--- config.mk ---
export PLATFORM = sky130hd
export DESIGN_NAME = dcf_top
export DESIGN_NICKNAME = d
export VERILOG_FILES = /design/src/verilog/dcf_pkg.sv /design/src/verilog/dcf_cmp_if.sv /design/src/verilog/dcf_addr_cmp.sv /design/src/verilog/dcf_top.sv
export SDC_FILE = /design/constraint.sdc
export NUM_CORES = 1
export LEC_CHECK = 0
export ABC_AREA = 1
export BUFFER_PORTS_ARGS = -buffer_cell sky130_fd_sc_hd__buf_2
export CAP_MARGIN = 20
export CORE_MARGIN = 5
export CORE_UTILIZATION = 50
export CTS_CLUSTER_SIZE = 12
export DETAILED_ROUTE_END_ITERATION = 16
export GPL_ROUTABILITY_DRIVEN = 0
export HOLD_SLACK_MARGIN = 0.1
export PLACE_DENSITY = 0.7
export SETUP_SLACK_MARGIN = 0.5
export SLEW_MARGIN = 20
export SYNTH_ARGS = -nofsm -noshare
export SYNTH_HDL_FRONTEND = slang
export SYNTH_HIERARCHICAL = 1
export SYNTH_SLANG_ARGS = --single-unit
export TNS_END_PERCENT = 50
--- constraint.sdc ---
create_clock -name mclk -period 5.8 [get_ports mclk]
set_input_delay 0 -clock mclk [delete_from_list [all_inputs] [get_ports mclk]]
set_output_delay 0 -clock mclk [all_outputs]
set_load 0.03 [all_outputs]
--- src/verilog/dcf_pkg.sv ---
`default_nettype none
// shared constants of the debug comparator and trace readout block
package dcf_pkg;
   // register byte addresses on the cpu bus
   localparam logic [15:0] DCF_ADDR_CBL = 16'h3013;
   localparam logic [15:0] DCF_ADDR_CCH = 16'h3014;
   localparam logic [15:0] DCF_ADDR_CCL = 16'h3015;
   localparam logic [15:0] DCF_ADDR_FH = 16'h3016;
   localparam logic [15:0] DCF_ADDR_FL = 16'h3017;
   localparam logic [15:0] DCF_ADDR_CAX = 16'h3018;
   // reset values
   localparam logic [7:0] DCF_RST_CBL = 8'h00;
   localparam logic [7:0] DCF_RST_CCH = 8'h00;
   localparam logic [7:0] DCF_RST_CCL = 8'h00;
   localparam logic [7:0] DCF_RST_CAX = 8'h00;
   localparam logic [15:0] DCF_RST_WORD = 16'h0000;
   localparam logic [7:0] DCF_RDATA_IDLE = 8'h00;
   // comparator a extension fields
   localparam int DCF_CAX_QUAL_BIT = 7;
   localparam int DCF_CAX_VAL_BIT = 6;
   // trace fifo shape
   localparam int DCF_FIFO_DEPTH = 8;
   localparam int DCF_PTR_W = 3;
   localparam int DCF_CNT_W = 4;
   localparam logic [DCF_CNT_W-1:0] DCF_FIFO_FULL_CNT = 4'h8;
   // comparator indices
   localparam int DCF_CMP_A = 0;
   localparam int DCF_CMP_B = 1;
   localparam int DCF_CMP_C = 2;
   localparam int DCF_NUM_CMP = 3;
   // one-hot register select positions
   localparam int DCF_SEL_CBL = 0;
   localparam int DCF_SEL_CCH = 1;
   localparam int DCF_SEL_CCL = 2;
   localparam int DCF_SEL_FH = 3;
   localparam int DCF_SEL_FL = 4;
   localparam int DCF_SEL_CAX = 5;
   localparam int DCF_NUM_SEL = 6;
   // what a system reset does to the block contents
   typedef enum logic [1:0] {
      DCF_RST_NONE,
      DCF_RST_CLEAR,
      DCF_RST_KEEP
   } dcf_rst_act_t;
endpackage
`default_nettype wire

--- src/verilog/dcf_cmp_if.sv ---
`timescale 1ns/1ps
`default_nettype none
// setup and result of one address comparator
interface dcf_cmp_if;
   logic [15:0] pattern; // expected level per address bit
   logic [15:0] care; // one where the bit takes part
   logic dir_qual; // direction takes part
   logic dir_val; // one matches read, zero write
   logic match; // combinational hit
   modport unit(input pattern, input care, input dir_qual, input dir_val, output match);
   modport owner(output pattern, output care, output dir_qual, output dir_val, input match);
endinterface
`default_nettype wire

--- src/verilog/dcf_addr_cmp.sv ---
`timescale 1ns/1ps
`default_nettype none
module dcf_addr_cmp import dcf_pkg::*; (
   // comparator setup and result
   dcf_cmp_if.unit cmp,
   // cpu cycle under watch
   input wire logic [15:0] cpu_addr,
   input wire logic cpu_rw,
   input wire logic cpu_valid
);
   wire logic [15:0] bit_ok; // per bit level agrees or bit ignored
   wire logic addr_ok; // every cared bit agrees
   wire logic dir_ok; // cycle direction acceptable

   // a stored zero wants a low bit, a stored one a high bit
   assign bit_ok = ~(cpu_addr ^ cmp.pattern) | ~cmp.care;
   assign addr_ok = &bit_ok;
   // direction only counts while qualified
   assign dir_ok = ~cmp.dir_qual | (cpu_rw == cmp.dir_val);
   assign cmp.match = cpu_valid & addr_ok & dir_ok;
endmodule // dcf_addr_cmp
`default_nettype wire

--- src/verilog/dcf_top.sv ---
`timescale 1ns/1ps
`default_nettype none
// Functional notes
// - reset clears comparator and fifo bytes; an end-run reset keeps them
// - end-trace reset with enable and trace not begun keeps contents
// - comparator b matches address low byte
// - comparator c matches address high byte
// - comparator c matches address low byte
// - fifo high byte zero in event-only
// - fifo low read advances fifo read pointer
// - cax bit7 enables direction match
// - cax bit6 picks read or write
// - cax low bits read zero
// - full modes give comparator b the comparator a direction
module dcf_top import dcf_pkg::*; (
   // clock and power-on reset
   input wire logic mclk,
   input wire logic arst_n,
   // system reset and its kind
   input wire logic sys_reset,
   input wire logic end_run_reset,
   input wire logic end_trace_reset,
   input wire logic debug_unit_enable,
   input wire logic begin_trace_sel,
   // register port
   input wire logic [15:0] bus_addr,
   input wire logic [7:0] bus_wdata,
   input wire logic bus_wr,
   input wire logic bus_rd,
   output logic [7:0] bus_rdata,
   // cpu cycle under watch
   input wire logic [15:0] cpu_addr,
   input wire logic cpu_rw,
   input wire logic cpu_valid,
   // settings held by neighbouring debug registers
   input wire logic full_mode,
   input wire logic event_only_mode,
   input wire logic [15:0] cmp_a_addr,
   input wire logic [7:0] cmp_b_high_bits,
   input wire logic cmp_b_dir_qualify,
   input wire logic cmp_b_dir_value,
   input wire logic cmp_c_dir_qualify,
   input wire logic cmp_c_dir_value,
   // comparator results
   output logic match_a,
   output logic match_b,
   output logic match_c,
   output logic cmp_a_dir_qualify,
   output logic cmp_a_dir_value,
   // trace capture side
   input wire logic trace_push,
   input wire logic [15:0] trace_word,
   // trace fifo state
   output logic fifo_empty,
   output logic fifo_full,
   output logic [DCF_CNT_W-1:0] fifo_count
);

   // one-hot decode of a bus address, shared by writes and reads
   function automatic logic [DCF_NUM_SEL-1:0] reg_sel(input logic [15:0] addr);
      logic [DCF_NUM_SEL-1:0] sel;
      sel = '0;
      sel[DCF_SEL_CBL] = (addr == DCF_ADDR_CBL);
      sel[DCF_SEL_CCH] = (addr == DCF_ADDR_CCH);
      sel[DCF_SEL_CCL] = (addr == DCF_ADDR_CCL);
      sel[DCF_SEL_FH] = (addr == DCF_ADDR_FH);
      sel[DCF_SEL_FL] = (addr == DCF_ADDR_FL);
      sel[DCF_SEL_CAX] = (addr == DCF_ADDR_CAX);
      return sel;
   endfunction

   // stored comparator bytes
   logic [7:0] cmp_b_low_bits; // comparator b address low byte
   logic [7:0] cmp_c_high_bits; // comparator c address high byte
   logic [7:0] cmp_c_low_bits; // comparator c address low byte
   logic cax_qual; // comparator a direction qualify
   logic cax_val; // comparator a direction value

   // trace fifo storage and pointers
   logic [15:0] fifo_mem [DCF_FIFO_DEPTH]; // captured trace words
   logic [DCF_PTR_W-1:0] wr_ptr; // next slot to fill
   logic [DCF_PTR_W-1:0] rd_ptr; // oldest unread word
   logic [DCF_CNT_W-1:0] count; // words held
   logic [DCF_PTR_W-1:0] next_wr_ptr;
   logic [DCF_PTR_W-1:0] next_rd_ptr;
   logic [DCF_CNT_W-1:0] next_count;

   // reset kind decode
   dcf_rst_act_t rst_act; // what this cycle's system reset does
   wire logic keep_cond; // contents survive the reset
   wire logic clear_now; // contents return to reset values
   wire logic hold_now; // block frozen while cpu sits in reset

   // register port decode
   wire logic [DCF_NUM_SEL-1:0] wr_sel; // write target
   wire logic [DCF_NUM_SEL-1:0] rd_sel; // read target
   wire logic wr_ok; // write may land this cycle
   wire logic [7:0] rd_mux; // read value before the output flop
   wire logic [7:0] cax_rd; // comparator a extension as read

   // fifo control
   wire logic [15:0] head_word; // word under the readout bytes
   wire logic [15:0] push_word; // word as it will be stored
   wire logic push; // store a word this cycle
   wire logic pop; // low byte read with data present
   wire logic drop_oldest; // full fifo overwritten by a push
   wire logic adv_rd; // read pointer moves

   // comparator wiring
   dcf_cmp_if cmp_bus[DCF_NUM_CMP] ();
   wire logic [15:0] cmp_pat [DCF_NUM_CMP]; // expected address per comparator
   wire logic cmp_qual [DCF_NUM_CMP]; // direction qualify per comparator
   wire logic cmp_dval [DCF_NUM_CMP]; // direction value per comparator
   wire logic watch_valid; // cpu cycle watched only while enabled

   // ------------------------------------------------------------
   // reset kind selection
   // ------------------------------------------------------------

   // an end-trace reset with the unit enabled and trace not begun keeps
   // everything; an end-run reset leaves contents undefined, so keeping
   // them is the cheapest legal choice
   assign keep_cond = (end_trace_reset & debug_unit_enable & ~begin_trace_sel)
                      | end_run_reset;
   always_comb begin
      // default: no system reset this cycle
      rst_act = DCF_RST_NONE;
      if (sys_reset) begin
         rst_act = keep_cond ? DCF_RST_KEEP : DCF_RST_CLEAR;
      end
   end
   assign clear_now = (rst_act == DCF_RST_CLEAR);
   assign hold_now = (rst_act != DCF_RST_NONE);

   // ------------------------------------------------------------
   // register port decode
   // ------------------------------------------------------------

   assign wr_sel = reg_sel(bus_addr);
   assign rd_sel = reg_sel(bus_addr);
   // writes are dropped while a system reset is in force
   assign wr_ok = bus_wr & ~hold_now;

   // low six bits of the extension are reserved and read zero
   assign cax_rd = {cax_qual, cax_val, 6'h00};

   // read mux; unmapped addresses read zero
   assign rd_mux = rd_sel[DCF_SEL_CBL] ? cmp_b_low_bits :
                   rd_sel[DCF_SEL_CCH] ? cmp_c_high_bits :
                   rd_sel[DCF_SEL_CCL] ? cmp_c_low_bits :
                   rd_sel[DCF_SEL_FH] ? head_word[15:8] :
                   rd_sel[DCF_SEL_FL] ? head_word[7:0] :
                   rd_sel[DCF_SEL_CAX] ? cax_rd :
                   DCF_RDATA_IDLE;

   // read data stands for exactly the cycle after the strobe
   always_ff @(posedge mclk or negedge arst_n) begin
      if (!arst_n) begin
         bus_rdata <= DCF_RDATA_IDLE;
      end else begin
         bus_rdata <= bus_rd ? rd_mux : DCF_RDATA_IDLE;
      end
   end

   // ------------------------------------------------------------
   // comparator bytes
   // ------------------------------------------------------------

   // comparator b low byte
   always_ff @(posedge mclk or negedge arst_n) begin
      if (!arst_n) begin
         cmp_b_low_bits <= DCF_RST_CBL;
      end else if (clear_now) begin
         cmp_b_low_bits <= DCF_RST_CBL;
      end else if (wr_ok && wr_sel[DCF_SEL_CBL]) begin
         cmp_b_low_bits <= bus_wdata;
      end
   end

   // comparator c high byte
   always_ff @(posedge mclk or negedge arst_n) begin
      if (!arst_n) begin
         cmp_c_high_bits <= DCF_RST_CCH;
      end else if (clear_now) begin
         cmp_c_high_bits <= DCF_RST_CCH;
      end else if (wr_ok && wr_sel[DCF_SEL_CCH]) begin
         cmp_c_high_bits <= bus_wdata;
      end
   end

   // comparator c low byte
   always_ff @(posedge mclk or negedge arst_n) begin
      if (!arst_n) begin
         cmp_c_low_bits <= DCF_RST_CCL;
      end else if (clear_now) begin
         cmp_c_low_bits <= DCF_RST_CCL;
      end else if (wr_ok && wr_sel[DCF_SEL_CCL]) begin
         cmp_c_low_bits <= bus_wdata;
      end
   end

   // comparator a extension: only the two direction bits are stored
   always_ff @(posedge mclk or negedge arst_n) begin
      if (!arst_n) begin
         cax_qual <= DCF_RST_CAX[DCF_CAX_QUAL_BIT];
         cax_val <= DCF_RST_CAX[DCF_CAX_VAL_BIT];
      end else if (clear_now) begin
         cax_qual <= DCF_RST_CAX[DCF_CAX_QUAL_BIT];
         cax_val <= DCF_RST_CAX[DCF_CAX_VAL_BIT];
      end else if (wr_ok && wr_sel[DCF_SEL_CAX]) begin
         cax_qual <= bus_wdata[DCF_CAX_QUAL_BIT];
         cax_val <= bus_wdata[DCF_CAX_VAL_BIT];
      end
   end

   // direction bits handed to the trigger logic
   assign cmp_a_dir_qualify = cax_qual;
   assign cmp_a_dir_value = cax_val;

   // ------------------------------------------------------------
   // comparators
   // ------------------------------------------------------------

   // comparators sleep while the debug unit is off, so no stale hit
   // can reach the trigger logic
   assign watch_valid = cpu_valid & debug_unit_enable & ~hold_now;

   // expected address of each comparator
   assign cmp_pat[DCF_CMP_A] = cmp_a_addr;
   assign cmp_pat[DCF_CMP_B] = {cmp_b_high_bits, cmp_b_low_bits};
   assign cmp_pat[DCF_CMP_C] = {cmp_c_high_bits, cmp_c_low_bits};

   // comparator a direction from its own extension
   assign cmp_qual[DCF_CMP_A] = cax_qual;
   assign cmp_dval[DCF_CMP_A] = cax_val;
   // in full modes comparator b borrows a's direction bits
   assign cmp_qual[DCF_CMP_B] = full_mode ? cax_qual : cmp_b_dir_qualify;
   assign cmp_dval[DCF_CMP_B] = full_mode ? cax_val : cmp_b_dir_value;
   // comparator c keeps its own direction bits
   assign cmp_qual[DCF_CMP_C] = cmp_c_dir_qualify;
   assign cmp_dval[DCF_CMP_C] = cmp_c_dir_value;

   // one comparator unit per address comparator
   generate
      for (genvar gi = 0; gi < DCF_NUM_CMP; gi++) begin : g_cmp
         assign cmp_bus[gi].pattern = cmp_pat[gi];
         // every address bit takes part in the match
         assign cmp_bus[gi].care = 16'hFFFF;
         assign cmp_bus[gi].dir_qual = cmp_qual[gi];
         assign cmp_bus[gi].dir_val = cmp_dval[gi];
         dcf_addr_cmp u_cmp (
            .cmp(cmp_bus[gi]),
            .cpu_addr(cpu_addr),
            .cpu_rw(cpu_rw),
            .cpu_valid(watch_valid)
         );
      end
   endgenerate

   // hits are registered so the trigger logic sees clean levels,
   // at the cost of one cycle of latency
   always_ff @(posedge mclk or negedge arst_n) begin
      if (!arst_n) begin
         match_a <= 1'b0;
         match_b <= 1'b0;
         match_c <= 1'b0;
      end else begin
         match_a <= cmp_bus[DCF_CMP_A].match;
         match_b <= cmp_bus[DCF_CMP_B].match;
         match_c <= cmp_bus[DCF_CMP_C].match;
      end
   end

   // ------------------------------------------------------------
   // trace fifo
   // ------------------------------------------------------------

   assign fifo_empty = (count == '0);
   assign fifo_full = (count == DCF_FIFO_FULL_CNT);
   assign fifo_count = count;
   assign head_word = fifo_mem[rd_ptr];

   // event-only words carry nothing in the high byte
   assign push_word = event_only_mode ? {8'h00, trace_word[7:0]} : trace_word;
   assign push = trace_push & ~hold_now;
   // only the low byte read pops the fifo; an empty fifo stays put
   assign pop = bus_rd & rd_sel[DCF_SEL_FL] & ~fifo_empty & ~hold_now;
   // a full fifo keeps the newest words by dropping the oldest
   assign drop_oldest = push & fifo_full & ~pop;
   assign adv_rd = pop | drop_oldest;

   // pointer and count arithmetic
   always_comb begin
      next_wr_ptr = wr_ptr;
      next_rd_ptr = rd_ptr;
      next_count = count;
      if (push) begin
         next_wr_ptr = wr_ptr + 3'h1;
      end
      if (adv_rd) begin
         next_rd_ptr = rd_ptr + 3'h1;
      end
      // count changes only when exactly one side moves
      case ({push, adv_rd})
         2'b10: next_count = count + 4'h1;
         2'b01: next_count = count - 4'h1;
         default: next_count = count;
      endcase
   end

   // pointer registers
   always_ff @(posedge mclk or negedge arst_n) begin
      if (!arst_n) begin
         wr_ptr <= '0;
         rd_ptr <= '0;
         count <= '0;
      end else if (clear_now) begin
         wr_ptr <= '0;
         rd_ptr <= '0;
         count <= '0;
      end else begin
         wr_ptr <= next_wr_ptr;
         rd_ptr <= next_rd_ptr;
         count <= next_count;
      end
   end

   // word storage; cleared so an unread slot reads zero after reset
   always_ff @(posedge mclk or negedge arst_n) begin
      if (!arst_n) begin
         for (int i = 0; i < DCF_FIFO_DEPTH; i++) begin
            fifo_mem[i] <= DCF_RST_WORD;
         end
      end else if (clear_now) begin
         for (int i = 0; i < DCF_FIFO_DEPTH; i++) begin
            fifo_mem[i] <= DCF_RST_WORD;
         end
      end else if (push) begin
         fifo_mem[wr_ptr] <= push_word;
      end
   end

   // software reads the high byte first; the low byte read retires the
   // word, so a later high byte read shows the next word instead

endmodule // dcf_top
`default_nettype wire

* Word-level counts from Yosys, hierarchy flattened *
Index checks and enable logic that the tools add are counted.

storage, ports and cells
  bits in registers = 175
  output and inout bits = 19
  input port bits = 98

cells by class
  bitwise logic cells = 37
  reductions and logical operators = 17
  magnitude comparators = 3
  equality and inequality tests = 13
  mux-type cells = 36
  add/subtract/negate cells = 4

operators by type and width
  kind                                                               number
  128-bit two-way mux                                                2
  128-bit bitwise mux                                                1
  8-bit two-way mux                                                  13
  16-bit by 14-bit == test with 1-bit output, second input constant  6
  16-bit two-way mux                                                 4
  16-bit binary-select mux with 3-bit select                         1
  16-bit demux with 3-bit select                                     1
  16-bit inverter                                                    3
  16-bit AND reduction                                               3
  16-bit bitwise XOR                                                 3
  1-bit bitwise AND                                                  17
  2-bit nonzero test                                                 7
  3-bit two-way mux                                                  4
  4-bit >= comparator, second input constant                         2
  3-bit inverter with 4-bit output                                   2
  4-bit one-hot mux with 2 select lines                              1
  1-bit inverter                                                     7
  3-bit by 1-bit adder with 3-bit output, second input constant      2
  1-bit two-way mux                                                  6
  1-bit logical AND                                                  5
  1-bit bitwise OR                                                   5
  4-bit by 1-bit adder with 4-bit output, second input constant      1
  2-bit by 1-bit == test with 1-bit output, second input constant    2
  4-bit == test, second input constant                               1
  other kinds (8)                                                    11

* Depth between registers and ports, before layout *
  depth in word-level cells = 14
  depth in mapped cells = 14
  mapped depth without buffers = 14

* Cells and area by module *
The synthesis kept the hierarchy.

modules (own cells, without submodules)
  module        cells each  times used  area an instance (um^2)
  dcf_top       1038        1           8530.7
  dcf_addr_cmp  91          3           385.4

* Least setup slack after synthesis *
No wires, ideal clock.

  path type = register to register
  start = register count[0] (netlist: fifo_count[0])
  end = register count[3] (netlist: fifo_count[3])
  setup slack = 3.377 ns
  required time = 5.681 ns
  stages on the path, launching flop included = 14
  period minus slack after synthesis = 2.423 ns
  arrival time = 2.304 ns
  path through = dfrtp_1 -> inv_1 -> nand3_1 -> inv_1 -> nor3_1 -> nand3_2 -> inv_1 -> ha_1 -> a21oi_1 -> nand2_1 -> xor2_1 -> xor2_1 -> nand2_1 -> nand2_1

between the ends
  longest elaborated chain between the ends = 10
  elaborated cells on any way between the ends = 16
  classes of those cells = add/sub (2); eq/ne (3); mux (2); bitwise (7); reduce/logical (2)

ends and longest elaborated chain
  what                                                                       RTL line        source
  start, declared                                                            dcf_top.sv:83   logic [DCF_CNT_W-1:0] count;
  start signal, assigned                                                     dcf_top.sv:324  count <= next_count;
  4-bit logical NOT (*)                                                      dcf_top.sv:278  assign fifo_empty = (count == '0);
  via fifo_empty                                                             dcf_top.sv:54   output logic fifo_empty,
  1-bit inverter (*)                                                         dcf_top.sv:287  assign pop = bus_rd & rd_sel[DCF_SEL_FL] & ~fifo_empty & ~hold_now;
  1-bit bitwise AND (*) (2 in a row)                                         dcf_top.sv:287
  1-bit inverter                                                             dcf_top.sv:289  assign drop_oldest = push & fifo_full & ~pop;
  1-bit bitwise AND                                                          dcf_top.sv:289
  1-bit bitwise OR (*)                                                       dcf_top.sv:290  assign adv_rd = pop | drop_oldest;
  2-bit by 1-bit == test with 1-bit output or 2-bit == test (tied branches)  dcf_top.sv:304  case ({push, adv_rd})
  4-bit one-hot mux with 2 select lines                                      dcf_top.sv:304
  4-bit two-way mux                                                          dcf_top.sv:317  end else if (clear_now) begin

Mark *: on every way through the listed nets, which the timed path passes. The rest lies on a longest branch.
A chain may end at the register's enable or synchronous reset.

* Worst setup path in the final report *
  start = input port cmp_a_addr[2]
  end = register match_a

between the ends
  longest elaborated chain between the ends = 5

ends and longest elaborated chain
  what                            RTL line            source
  start, declared                 dcf_top.sv:38       input wire logic [15:0] cmp_a_addr,
  16-bit bitwise XOR              dcf_addr_cmp.sv:16  assign bit_ok = ~(cpu_addr ^ cmp.pattern) | ~cmp.care;
  16-bit inverter                 dcf_addr_cmp.sv:16
  16-bit AND reduction            dcf_addr_cmp.sv:17  assign addr_ok = &bit_ok;
  1-bit bitwise AND (2 in a row)  dcf_addr_cmp.sv:20  assign cmp.match = cpu_valid & addr_ok & dir_ok;
  via cmp_bus[0].match            dcf_cmp_if.sv:9     logic match;
  end signal, assigned            dcf_top.sv:268      match_a <= cmp_bus[DCF_CMP_A].match;
  end, declared                   dcf_top.sv:45       output logic match_a,

The timed path passes the listed nets, and every way through them passes these cells.

==> results_dict.tcl <==
set metrics [dict create \
    layout_min_cycle_time_ns 3.03 \
    criticalPathCategory "input port to flop" \
    r2r_cells 9 \
    grt_usage 0.247 \
    ir_drop_uv 200 \
    max_slew.worst_pin.slew_ns 0.871 \
    nFillCells 1740 \
    overflow 0 \
    cts_resized 0 \
    clockBufferDepth 2 \
    clk_latency_ns 0.44 \
    grtUsageMet2 0.407 \
    avgSynthCellArea_um2 7.39 \
    syn_area_um2 9690 \
    final_hold_viol_count 0 \
    clock.fmax_mhz 330 \
    synth_cell_types 38 \
    slew_headroom 0.420 \
    wirelength_um 27000 \
    drive_gt1_frac 0.140 \
    multiInputGateArea_um2 4470 \
    rsz0062_at_grt "no" \
    synth_warnings 6 \
    hold_path.class "input port to flop" \
    async_reset_ff_frac 1.00 \
    ios 117 \
    dieHeight_um 149 \
    gr-usage-met3 0.0407 \
    fin_skew_ns 0.0164 \
    cts_tree "yes" \
    syn_to_final_growth_pct 21.5 \
    cts_inserted_buffers 17 \
    synth_cells 1311 \
    post-dp-hpwl_um 18200 \
    vias_per_cell 5.27 \
    final.period_utilization 0.522 \
    crit_path_end_kind "flop" \
    r2r_end "match_b" \
    firstDrtPassIters 5 \
    critPathMaxFanout 2 \
    r2r_slack_ns 3.16 \
    cts.sinks 175 \
    synth_edf_count 0 \
    vias 9335 \
    fp.dieW_um 149 \
    crit_path_start_kind "input port" \
    power.density_nw_per_um2 258 \
    tns_ns 0 \
    hold_depth 4 \
    p_leak_nw 5.98 \
    postCtsSetupBuffers 0 \
    outcome "completed" \
    ys.flop_type "dfrtp_1" \
    ys_ff_latch 175 \
    start_util 0.503 \
    grt_pass1_vias 9050 \
    cts_htree_levels 4 \
    wl_per_cell_um 15.2 \
    grt_pass1_wl_um 44600 \
    startpoint "cmp_a_addr[2]" \
    n_antenna_cell 0 \
    core_area_um2 19300 \
    grt_max_degree 112 \
    final_nets 1598 \
    seq_area_um2 4380 \
    grt.busiest_layer "met2" \
    path_clk_slew_ns 0.07 \
    fin_cells 1773 \
    drtIter0Drc 840 \
    postCtsHoldBufs 51 \
    ys_seq_area_frac 0.452 \
    crit_required_ns 6.16 \
    io_buffers 116 \
    crit_end "match_a" \
    drcViolationCount 0 \
    die_area_um2 22300 \
    clockRootBuffer "clkbuf_16" \
    slew_violations 0 \
    detail-route-antenna-nets 0 \
    setup_violations 0 \
    use_met1 0.341 \
    cap_violations 0 \
    r2r-start "cmp_b_low_bits[2]" \
    row_count 51 \
    dp.cells 1689 \
    antenna_found_initial 0 \
    arrival_ns 3.39 \
]
-- worst min-delay path by stage --
| stage | start | end | slack [ns] |
|---|---|---|---|
| 6_report | event_only_mode | fifo_mem[15] | 0.13 |
| 5_1_grt | event_only_mode | fifo_mem[15] | 0.21 |
| 4_1_cts | event_only_mode | fifo_mem[15] | 0.12 |
| 3_5_place_dp | arst_n | fifo_mem[70] | 0.22 |
| 3_3_place_gp | arst_n | fifo_mem[70] | 0.22 |
| 2_1_floorplan | arst_n | bus_rdata[0] | -0.30 |
-- critical path, cell delays in order --
cell	delay, ns
dlygate4sd3_1	0.55
buf_2	0.14
nor2_1	0.13
dlygate4sd3_1	0.59
nor2_1	0.06
nor2_2	0.06
dlygate4sd3_1	0.56
nand3_2	0.07
dlygate4sd3_1	0.57
nor2_2	0.11
dlygate4sd3_1	0.55
-- kinds of logic (layout without fill, tap and decap cells) --
kind of cell    Yosys count  count (layout)  share of synthesized area
xor+xnor                  3               3                    0.00271
buf+inv                 263             413                      0.105
simple gates            611             611                      0.286
fa+ha+maj                 5               5                    0.00723
mux                       2               2                    0.00232
compound gates          251             251                      0.145
other cells               1              48                   0.000387
flops                   175             175                      0.452
-- flip-flops by register name, indices dropped and copies added, names as in the netlist, 3 cells and up --
register / flops
bus_rdata: 8
cmp_c_high_bits: 8
rd_ptr: 3
cmp_c_low_bits: 8
fifo_mem: 128
fifo_count: 4
wr_ptr: 3
cmp_b_low_bits: 8
-- layer usage --
layer	routed length [µm]	part of all wire
met1	12400	0.46
met2	12600	0.47
met3	1570	0.058
met4	444	0.016
met5	0	0
-- stage by stage --
| stage | hold slack, ns | area (µm²) | utilization | power (mW) | setup WS, ns |
|---|---|---|---|---|---|
| after floorplan | -0.296 | 9860 | - | 1.64 | 3.38 |
| after global placement | 0.223 | 10600 | 0.550 | 1.78 | 3.47 |
| after detailed placement | 0.223 | 10600 | 0.550 | 1.80 | 3.41 |
| after CTS | 0.122 | 11800 | 0.610 | 3.04 | 2.93 |
| after global routing | 0.206 | 11800 | 0.611 | 3.17 | 2.74 |
| final | 0.130 | 11800 | 0.611 | 3.03 | 2.77 |
-- synth_stat cells (2+ instances only) --
cell	n	area, µm²
a21oi_1	45	225
buf_1	5	18.8
buf_2	11	55.1
buf_4	2	15.0
clkbuf_1	42	158
clkinv_1	4	15.0
dfrtp_1	175	4380
ha_1	4	50.1
inv_1	194	728
inv_2	4	15.0
mux2_2	2	22.5
nand2_1	309	1160
nand2_2	12	75.1
nand3_1	184	921
nand3_2	8	80.1
nand4_1	10	62.6
nand4_2	4	50.1
nor2_1	55	206
nor2_2	9	56.3
nor3_1	5	25.0
nor4_1	3	18.8
o211ai_1	12	90.1
o21a_1	3	22.5
o21ai_0	77	385
o21ai_1	40	200
o21ai_2	6	52.6
o22ai_1	68	425
or2_1	6	37.5
xor2_1	3	26.3
-- cell type report --
| class | instances | area share |
|---|---|---|
| clock buffers | 17 | 0.0362 |
| clock inverters | 15 | 0.0175 |
| inverters | 202 | 0.0644 |
| multi-input cells | 920 | 0.380 |
| flip-flops and latches | 175 | 0.372 |
| well taps | 265 | 0.0282 |
| repair buffers | 179 | 0.102 |
-- cells in the final DEF (no fill, tap or decap), types with 3 or more instances in the layout --
master / Yosys / layout
nand2_1: 309 / 309
inv_1: 194 / 193
nand3_1: 184 / 184
dfrtp_1: 175 / 174
buf_2: 11 / 115
o21ai_0: 77 / 77
o22ai_1: 68 / 68
nor2_1: 55 / 55
dlygate4sd3_1: 0 / 51
conb_1: 1 / 48
a21oi_1: 45 / 45
o21ai_1: 40 / 40
clkbuf_16: 0 / 17
nand2_2: 12 / 12
o211ai_1: 12 / 12
buf_4: 2 / 11
nand4_1: 10 / 10
nor2_2: 9 / 9
nand3_2: 8 / 8
o21ai_2: 6 / 6
or2_1: 6 / 6
clkinv_1: 4 / 5
nor3_1: 5 / 5
inv_6: 0 / 5
inv_2: 4 / 4
nand4_2: 4 / 4
ha_1: 4 / 4
bufinv_16: 0 / 4
nor4_1: 3 / 3
xor2_1: 3 / 3
o21a_1: 3 / 3
-- power breakdown --
group	total, mW	switching [mW]	internal, mW	leakage (nW)
clock network	1.23	0.504	0.728	0.305
logic	0.458	0.295	0.163	3.26
registers	1.34	0.0488	1.30	2.41
No activity file was read; power rests on OpenSTA's default activity.
